$ cat src/quest_pkg.sv
package quest_pkg;

  localparam int          REG_W           = 16;
  localparam int          MAX_CHAN        = 4;
  localparam logic [15:0] MASK_RESET      = 16'h0000;
  localparam logic [15:0] CHAN_MASK_RESET = 16'h7fff;
  localparam logic [15:0] RISE_RESET      = 16'h7fff;
  localparam logic [15:0] FALL_RESET      = 16'h0000;
  localparam int          BIT_HV          = 0;
  localparam int          BIT_HC          = 1;
  localparam int          BIT_LINE        = 2;
  localparam int          BIT_HEAT        = 4;
  localparam int          BIT_COMM        = 8;
  localparam int          BIT_LINKED      = 11;
  localparam int          BIT_ROLLUP      = 13;
  localparam logic [15:0] TRIP_USED       = 16'h2917;
  localparam logic [15:0] SUM_USED        = 16'h000f;

  typedef enum logic [1:0] {
    OP_NONE   = 2'b00,
    OP_READ   = 2'b01,
    OP_WRITE  = 2'b10,
    OP_PRESET = 2'b11
  } cmd_op_t;

  typedef enum logic [1:0] {
    LVL_TOP     = 2'b00,
    LVL_SUMMARY = 2'b01,
    LVL_CHANNEL = 2'b10
  } level_t;

  typedef enum logic [2:0] {
    FLD_EVENT = 3'b000,
    FLD_LIVE  = 3'b001,
    FLD_MASK  = 3'b010,
    FLD_RISE  = 3'b011,
    FLD_FALL  = 3'b100
  } field_t;

  typedef struct packed {
    cmd_op_t     op;
    level_t      level;
    field_t      field;
    logic [1:0]  chan;
    logic [15:0] data;
  } cmd_t;

  typedef struct packed {
    logic high_voltage_trip;
    logic high_current_trip;
    logic line_power_loss;
    logic heat_trip;
    logic comm_monitor_trip;
    logic linked_channel_trip;
  } trip_t;

  typedef struct packed {
    logic wr_mask;
    logic wr_rise;
    logic wr_fall;
    logic rd_clear;
  } level_ctl_t;

  typedef struct packed {
    logic [15:0] latched;
    logic [15:0] live;
    logic [15:0] mask;
    logic [15:0] rise;
    logic [15:0] fall;
  } level_view_t;

  typedef struct packed {
    logic [15:0] prev;
    logic [15:0] latched;
    logic [15:0] mask;
    logic [15:0] rise;
    logic [15:0] fall;
  } level_state_t;

  typedef struct packed {
    logic        valid;
    logic        err;
    logic [15:0] data;
  } rsp_t;

  typedef struct packed {
    rsp_t rsp;
    logic summary;
  } tree_state_t;

  // Trip inputs to a 16-bit live word; unused bits stay zero
  function automatic logic [15:0] pack_trips(trip_t t, logic rollup);
    logic [15:0] v;
    v             = 16'h0000;
    v[BIT_HV]     = t.high_voltage_trip;
    v[BIT_HC]     = t.high_current_trip;
    v[BIT_LINE]   = t.line_power_loss;
    v[BIT_HEAT]   = t.heat_trip;
    v[BIT_COMM]   = t.comm_monitor_trip;
    v[BIT_LINKED] = t.linked_channel_trip;
    v[BIT_ROLLUP] = rollup;
    return v;
  endfunction : pack_trips

  // One field of a level's view, for the read answer
  function automatic logic [15:0] pick_field(level_view_t v, field_t f);
    case (f)
      FLD_EVENT: return v.latched;
      FLD_LIVE:  return v.live;
      FLD_MASK:  return v.mask;
      FLD_RISE:  return v.rise;
      FLD_FALL:  return v.fall;
      default:   return 16'h0000;
    endcase
  endfunction : pick_field

endpackage : quest_pkg

$ cat src/status_level.sv
`timescale 1ns/1ps
module status_level #(
  parameter logic [15:0] USED     = 16'hffff,
  parameter logic [15:0] MASK_DEF = 16'h0000
) (
  input  wire logic                   i_sys_clk,
  input  wire logic                   i_rst,
  input  wire logic [15:0]            i_live,
  input  wire quest_pkg::level_ctl_t  i_ctl,
  input  wire logic                   i_preset,
  input  wire logic [15:0]            i_wdata,
  output quest_pkg::level_view_t      o_view,
  output logic                        o_summary
);
  import quest_pkg::*;

  level_state_t s_reg;
  level_state_t s_next;
  logic [15:0]  live;
  logic [15:0]  rise_hits;
  logic [15:0]  fall_hits;

  ////////////////////////////////////////////////////////////////////////
  // Next state: edge filters, clear-on-read, writes, preset
  always_comb begin
    s_next    = s_reg;
    live      = i_live & USED;
    rise_hits = live & ~s_reg.prev & s_reg.rise;
    fall_hits = ~live & s_reg.prev & s_reg.fall;
    s_next.prev = live;
    // New hits win over the clear of the same cycle
    s_next.latched = ((s_reg.latched & ~{16{i_ctl.rd_clear}})
                      | rise_hits | fall_hits) & USED;
    if (i_ctl.wr_mask) begin
      s_next.mask = i_wdata;
    end
    if (i_ctl.wr_rise) begin
      s_next.rise = i_wdata;
    end
    if (i_ctl.wr_fall) begin
      s_next.fall = i_wdata;
    end
    // Preset leaves latched events and history alone
    if (i_preset) begin
      s_next.mask = MASK_DEF;
      s_next.rise = RISE_RESET;
      s_next.fall = FALL_RESET;
    end
  end

  // Reset matches the preset defaults
  always_ff @(posedge i_sys_clk or posedge i_rst) begin
    if (i_rst) begin
      s_reg <= '{prev: 16'h0000, latched: 16'h0000, mask: MASK_DEF,
                 rise: RISE_RESET, fall: FALL_RESET};
    end else begin
      s_reg <= s_next;
    end
  end

  // Views and summary; live view is a pure read
  assign o_view    = '{latched: s_reg.latched, live: live,
                       mask: s_reg.mask, rise: s_reg.rise,
                       fall: s_reg.fall};
  assign o_summary = |(s_reg.latched & s_reg.mask);

endmodule : status_level

$ cat src/cmd_decode.sv
`timescale 1ns/1ps
module cmd_decode #(
  parameter int NUM_CHAN = 4
) (
  input  wire quest_pkg::cmd_t        i_cmd,
  output quest_pkg::level_ctl_t       o_top_ctl,
  output quest_pkg::level_ctl_t       o_sum_ctl,
  output quest_pkg::level_ctl_t       o_chan_ctl [NUM_CHAN],
  output logic                        o_preset,
  output logic                        o_bad
);
  import quest_pkg::*;

  // Strobes for one level when the command addresses it
  function automatic level_ctl_t ctl_for(cmd_t c, logic hit);
    level_ctl_t k;
    k.wr_mask  = hit && c.op == OP_WRITE && c.field == FLD_MASK;
    k.wr_rise  = hit && c.op == OP_WRITE && c.field == FLD_RISE;
    k.wr_fall  = hit && c.op == OP_WRITE && c.field == FLD_FALL;
    k.rd_clear = hit && c.op == OP_READ && c.field == FLD_EVENT;
    return k;
  endfunction : ctl_for

  logic chan_ok;
  logic field_ok;
  logic level_ok;

  assign chan_ok  = int'(i_cmd.chan) < NUM_CHAN;
  assign field_ok = i_cmd.field inside {FLD_EVENT, FLD_LIVE, FLD_MASK,
                                        FLD_RISE, FLD_FALL};
  assign level_ok = i_cmd.level inside {LVL_TOP, LVL_SUMMARY}
                    || (i_cmd.level == LVL_CHANNEL && chan_ok);

  // Level strobes; a bad command touches nothing
  assign o_top_ctl = ctl_for(i_cmd, field_ok && i_cmd.level == LVL_TOP);
  assign o_sum_ctl = ctl_for(i_cmd,
                             field_ok && i_cmd.level == LVL_SUMMARY);
  for (genvar g = 0; g < NUM_CHAN; g++) begin : g_chan
    assign o_chan_ctl[g] = ctl_for(i_cmd, field_ok
                                   && i_cmd.level == LVL_CHANNEL
                                   && int'(i_cmd.chan) == g);
  end

  assign o_preset = i_cmd.op == OP_PRESET;
  // Event and live views cannot be written
  assign o_bad = (i_cmd.op == OP_READ || i_cmd.op == OP_WRITE)
                 && (!field_ok || !level_ok
                     || (i_cmd.op == OP_WRITE
                         && i_cmd.field inside {FLD_EVENT, FLD_LIVE}));

endmodule : cmd_decode

$ cat src/questionable_status_tree.sv
`timescale 1ns/1ps
module questionable_status_tree #(
  parameter int NUM_CHAN = 4
) (
  input  wire logic                   i_sys_clk,
  input  wire logic                   i_rst,
  input  wire quest_pkg::cmd_t        i_cmd,
  input  wire quest_pkg::trip_t       i_top_trips,
  input  wire quest_pkg::trip_t       i_chan_trips [NUM_CHAN],
  input  wire logic [NUM_CHAN-1:0]    i_chan_rollup,
  output quest_pkg::rsp_t             o_rsp,
  output logic                        o_ques_summary
);
  import quest_pkg::*;

  ////////////////////////////////////////////////////////////////////////
  // Elaboration check: channel-summary holds at most four rollups
  if (NUM_CHAN < 1 || NUM_CHAN > MAX_CHAN) begin : g_bad_chan
    $error("NUM_CHAN must be 1 to 4");
  end

  level_ctl_t  top_ctl;
  level_ctl_t  sum_ctl;
  level_ctl_t  chan_ctl [NUM_CHAN];
  logic        preset;
  logic        bad;
  level_view_t top_view;
  level_view_t sum_view;
  level_view_t chan_view [NUM_CHAN];
  logic        top_summary;
  logic        sum_summary;
  logic [15:0] sum_live;
  logic [15:0] top_live;
  logic [NUM_CHAN-1:0] chan_summary;
  tree_state_t s_reg;
  tree_state_t s_next;

  ////////////////////////////////////////////////////////////////////////
  // Command decode
  cmd_decode #(
    .NUM_CHAN (NUM_CHAN)
  ) u_decode (
    .i_cmd      (i_cmd),
    .o_top_ctl  (top_ctl),
    .o_sum_ctl  (sum_ctl),
    .o_chan_ctl (chan_ctl),
    .o_preset   (preset),
    .o_bad      (bad)
  );

  ////////////////////////////////////////////////////////////////////////
  // Per-channel levels; linked trip comes from outside shutdown logic
  for (genvar g = 0; g < NUM_CHAN; g++) begin : g_chan
    status_level #(
      .USED     (TRIP_USED),
      .MASK_DEF (CHAN_MASK_RESET)
    ) u_chan (
      .i_sys_clk (i_sys_clk),
      .i_rst     (i_rst),
      .i_live    (pack_trips(i_chan_trips[g],
                             i_chan_rollup[g])),
      .i_ctl     (chan_ctl[g]),
      .i_preset  (preset),
      .i_wdata   (i_cmd.data),
      .o_view    (chan_view[g]),
      .o_summary (chan_summary[g])
    );
  end

  // Channel rollups land in bits 0 to NUM_CHAN-1
  always_comb begin
    sum_live = 16'h0000;
    sum_live[NUM_CHAN-1:0] = chan_summary;
  end

  ////////////////////////////////////////////////////////////////////////
  // Channel-summary level
  status_level #(
    .USED     (SUM_USED),
    .MASK_DEF (MASK_RESET)
  ) u_sum (
    .i_sys_clk (i_sys_clk),
    .i_rst     (i_rst),
    .i_live    (sum_live),
    .i_ctl     (sum_ctl),
    .i_preset  (preset),
    .i_wdata   (i_cmd.data),
    .o_view    (sum_view),
    .o_summary (sum_summary)
  );

  // Top live word; bit 13 is the channel-summary rollup
  assign top_live = pack_trips(i_top_trips, sum_summary);

  ////////////////////////////////////////////////////////////////////////
  // Top questionable level
  status_level #(
    .USED     (TRIP_USED),
    .MASK_DEF (MASK_RESET)
  ) u_top (
    .i_sys_clk (i_sys_clk),
    .i_rst     (i_rst),
    .i_live    (top_live),
    .i_ctl     (top_ctl),
    .i_preset  (preset),
    .i_wdata   (i_cmd.data),
    .o_view    (top_view),
    .o_summary (top_summary)
  );

  ////////////////////////////////////////////////////////////////////////
  // Answer: reads return data taken before the clear lands
  always_comb begin
    s_next         = s_reg;
    s_next.summary = top_summary;
    s_next.rsp     = '{valid: 1'b0, err: 1'b0, data: 16'h0000};
    if (i_cmd.op != OP_NONE) begin
      s_next.rsp.valid = 1'b1;
      s_next.rsp.err   = bad;
    end
    if (i_cmd.op == OP_READ && !bad) begin
      case (i_cmd.level)
        LVL_TOP: begin
          s_next.rsp.data = pick_field(top_view, i_cmd.field);
        end
        LVL_SUMMARY: begin
          s_next.rsp.data = pick_field(sum_view, i_cmd.field);
        end
        LVL_CHANNEL: begin
          // Index is range-checked by the decoder
          for (int c = 0; c < NUM_CHAN; c++) begin
            if (int'(i_cmd.chan) == c) begin
              s_next.rsp.data = pick_field(chan_view[c],
                                           i_cmd.field);
            end
          end
        end
        default: begin
          s_next.rsp.data = 16'h0000;
        end
      endcase
    end
  end

  always_ff @(posedge i_sys_clk or posedge i_rst) begin
    if (i_rst) begin
      s_reg <= '{rsp: '{valid: 1'b0, err: 1'b0, data: 16'h0000},
                 summary: 1'b0};
    end else begin
      s_reg <= s_next;
    end
  end

  assign o_rsp          = s_reg.rsp;
  assign o_ques_summary = s_reg.summary;

endmodule : questionable_status_tree

$ cat config.mk
export PLATFORM = sky130hd
export DESIGN_NAME = questionable_status_tree
export DESIGN_NICKNAME = d
export VERILOG_FILES = /design/src/quest_pkg.sv /design/src/status_level.sv /design/src/cmd_decode.sv /design/src/questionable_status_tree.sv
export SDC_FILE = /design/constraint.sdc
export NUM_CORES = 1
export LEC_CHECK = 0
export BUFFER_PORTS_ARGS = -buffer_cell sky130_fd_sc_hd__buf_2
export CAP_MARGIN = 20
export CORE_MARGIN = 2
export CORE_UTILIZATION = 67
export DETAILED_ROUTE_END_ITERATION = 7
export GPL_ROUTABILITY_DRIVEN = 1
export PLACE_DENSITY = 0.87
export SLEW_MARGIN = 5
export SYNTH_ARGS = -nofsm -noshare
export SYNTH_HDL_FRONTEND = slang
export SYNTH_SLANG_ARGS = --single-unit
export TNS_END_PERCENT = 10
$ cat constraint.sdc
create_clock -name i_sys_clk -period 19.1 [get_ports i_sys_clk]
set_clock_uncertainty 0.1 [all_clocks]
set_input_delay 3.82 -clock i_sys_clk [delete_from_list [all_inputs] [get_ports i_sys_clk]]
set_output_delay 3.82 -clock i_sys_clk [all_outputs]
set_load 0.1 [all_outputs]
==> run_results.csv <==
group,metric,value,unit
layout,multiInputGateArea,8520,um^2
routing,drt_pass1_iterations,6,
floorplanning,io_pins,80,
clocking,clockBufferDepth,3,
timing,final-hold-violation-count,0,
flow_run,drv_cap,0,
synth,synth_most_common_cell,"nand2_1",
synth,synth_edf_count,0,
setup_path,path_class,"primary input to flop",
setup_path,slowest_stage,"nor2_4",
placement,place_congestion,1.02,
layout,area_growth,7.94,%
setup_path,worstPathArrival,7630,ps
worst_hold_path,hold_start,"g_chan[3].u_chan.s_reg[64]",
setup_path,crit_buf_inv,4,
clocking,numCtsBuffers,40,
global_route,grt_pass1_wl,99.8,mm
timing,period_needed,7340,ps
timing,tightest_slew,1120,ps
power_and_ir_drop,internal-power,1.31,mW
clocking,path_clk_slew,60,ps
worst_hold_path,hold_class,"flop to flop",
power_and_ir_drop,power.share.clock,0.429,
placement,port_buffers,79,
power_and_ir_drop,leakagePower,8.91,nW
timing,slew_violations,0,
synth,synth_top_area_share,0.306,
floorplanning,die_x,173,um
layout,nets,2124,
setup_path,reg2reg_from,"g_chan[0].u_chan.o_view[66]",
synth,syn-instance-count,2093,
clocking,post_cts_buffers,0,
floorplanning,rows,61,
clocking,cts_root_buf,"clkbuf_16",
floorplanning,start_util,0.686,
layout,fin_area,20700,um^2
synth,yosys-top-cells-count,"606 x nand2_1, 235 x dfrtp_1, 192 x a21oi_1, 185 x nand3b_1, 150 x dfstp_2",
layout,insertedDiodeCount,0,
clocking,cts_hold_buf,0,
power_and_ir_drop,comb_power_share,0.094,
layout,largest_reg_flops,220,
status,status,"completed",
power_and_ir_drop,p_seq_frac,0.477,
setup_path,critPathMaxFanout,38,
routing,initialDrtViolationCount,2757,
global_route,grt_overflow_total,0,
clocking,clock-sinks,385,
setup_path,crit_start,"i_cmd[19]",
power_and_ir_drop,netSwitchingPower,0.457,mW
synth,ys_warn_count,0,
floorplanning,die_h,173,um
clocking,tritoncts,"done",
placement,dp_hpwl,40.3,mm
setup_path,cp_common_cell,"buf_4",
power_and_ir_drop,vdd_drop_max,67.1,uV
synth,synth_area_leaders,"dfrtp_1 31%, dfstp_2 21%, nand2_1 12%, nand3b_1 7.2%, a21oi_1 5.0%",
synth,synth_nets,2158,
timing,slew_headroom,0.254,
global_route,grt_pass1_vias,17029,
global_route,antenna_found_initial,1,
timing,setup_viol,0,
routing,wl_per_cell,26.1,um
routing,drc,0,
power_and_ir_drop,pwr_density_cell,85.1,nW/um^2
setup_path,crit_cells,9,
setup_path,crit_family,"simple AND/OR/NAND/NOR gates",
global_route,track_usage,0.428,
setup_path,startpoint_type,"primary input",
global_route,grt_max_degree,202,
layout,seqCellArea,9820,um^2
routing,postRouteAntennaNets,0,
timing,fin_setup_tns,0,ps
floorplanning,dieArea,30000,um^2
clocking,clk_latency,540,ps
worst_hold_path,min_path_cells,1,
setup_path,endpoint_kind,"flop",
placement,place_area,19500,um^2
setup_path,cpPeakStageDelay,810,ps
timing,rsz0062_at_grt,"no",
synth,synth_top_area_cell,"dfrtp_1",
synth,async_flop_share,1.00,
routing,vias,17504,
synth,ys_ff_latch,385,
power_and_ir_drop,swShare,0.259,
layout,nFillCells,1990,
clocking,cts_resized,0,
routing,wl,64.5,mm
setup_path,worst_ep_required_time,19390,ps
floorplanning,core-area,28000,um^2
timing,max_freq,136,MHz
routing,avgViaCountPerCell,7.10,
synth,avgSynthCellArea,9.18,um^2
synth,synth_cell_type_count,66,
layout,final_layout_size_suffix_gt1_frac,0.174,
setup_path,crit_chain,"buf_2 -> buf_4 -> buf_4 -> nand2b_1 -> nor2_4 -> buf_4 -> nand3_1 -> nand2_1 -> a21oi_1",
synth,ys_seq_area_frac,0.511,
clocking,htree_levels,2,
timing,fin_crit_sh,0.384,
synth,synth_area,19200,um^2
setup_path,r2r.worst_path.cells,6,
synth,synth_ff_type,"dfrtp_1",
## cell type report
class | instances | area share
clock buffer | 65 | 0.0586
clock inverter | 7 | 0.00169
inverter | 23 | 0.00453
multi-input combinational | 1508 | 0.411
sequential | 385 | 0.474
tap | 378 | 0.0228
timing repair buffer | 101 | 0.0280
## cell families (layout without fill, tap and decap cells)
group / count (synthesis) / after routing / share of synthesized area
adder cells (fa/ha/maj): 4 / 4 / 0.00261
flip-flops: 385 / 385 / 0.511
AND/OR/NAND/NOR: 972 / 972 / 0.247
buffers and inverters: 200 / 196 / 0.0473
multiplexers: 60 / 60 / 0.0354
AO/OA/AOI/OAI: 472 / 472 / 0.156
## path summary, 6_finish.rpt
check	slack, ps	end
max reg2reg	16610	o_rsp[2]
min	380	g_chan[3].u_chan.o_view[64]
max in group asynchronous	14030	u_sum.o_view[2]
min reg2reg	380	g_chan[3].u_chan.o_view[64]
max	11760	u_top.o_view[31]
min in group asynchronous	3320	g_chan[2].u_chan.s_reg[64]
## cells in the final DEF (no fill, tap or decap), drive strengths merged, types with 4 or more instances in the layout
cell,instances
nor3b,4
a22oi,56
clkinv,8
a31oi,8
mux2,13
a32oi,5
nand3b,185
nand4,5
mux4,5
mux2i,42
a21oi,192
buf,101
a221oi,22
inv,22
o21ai,75
a22o,19
nor3,13
dfrtp,235
nand2b,6
o211ai,31
o22ai,5
nor2b,7
a221o,9
a222oi,8
o221ai,14
dfstp,150
a211oi,6
clkbuf,65
nand2,611
nor2,47
ha,4
nand3,87
## routing by layer
| metal | vias up | track usage | share of wire |
|---|---|---|---|
| met5 | - | 0 | 0.00017 |
| met3 | 337 | 0.118 | 0.14 |
| met2 | 1393 | 0.618 | 0.43 |
| met1 | 8525 | 0.581 | 0.36 |
| met4 | 2 | 0.255 | 0.073 |
| li1 | 7247 | - | - |
## metrics by stage
stage               instances  hold WS (ps)  power [mW]  setup WS [ps]  utilization
floorplan                2093           357       0.955           4730            -
global placement         2394           361        1.01          11540        0.695
detailed placement       2395           367        1.01          11450        0.696
CTS                      2467           378        1.75          11950        0.740
global route             2467           394        1.80          11680        0.740
finish                   2467           375        1.76          11760        0.740
## power groups by stage
| stage | combinational [mW] | sequential, mW | clock (mW) |
|---|---|---|---|
| final | 0.167 | 0.841 | 0.756 |
| after global routing | 0.173 | 0.842 | 0.786 |
| after CTS | 0.159 | 0.841 | 0.754 |
| after detailed placement | 0.159 | 0.854 | 0 |
| after global placement | 0.157 | 0.853 | 0 |
| after floorplan | 0.0948 | 0.860 | 0 |
## worst register-to-register path: cells and delay by family, from the launching register on
family / cells / cell delay [ps]
multiplexers: 1 / 180
AO/OA/AOI/OAI: 5 / 1640
flip-flops: 1 / 400
Power figures use the tool's default switching activity.
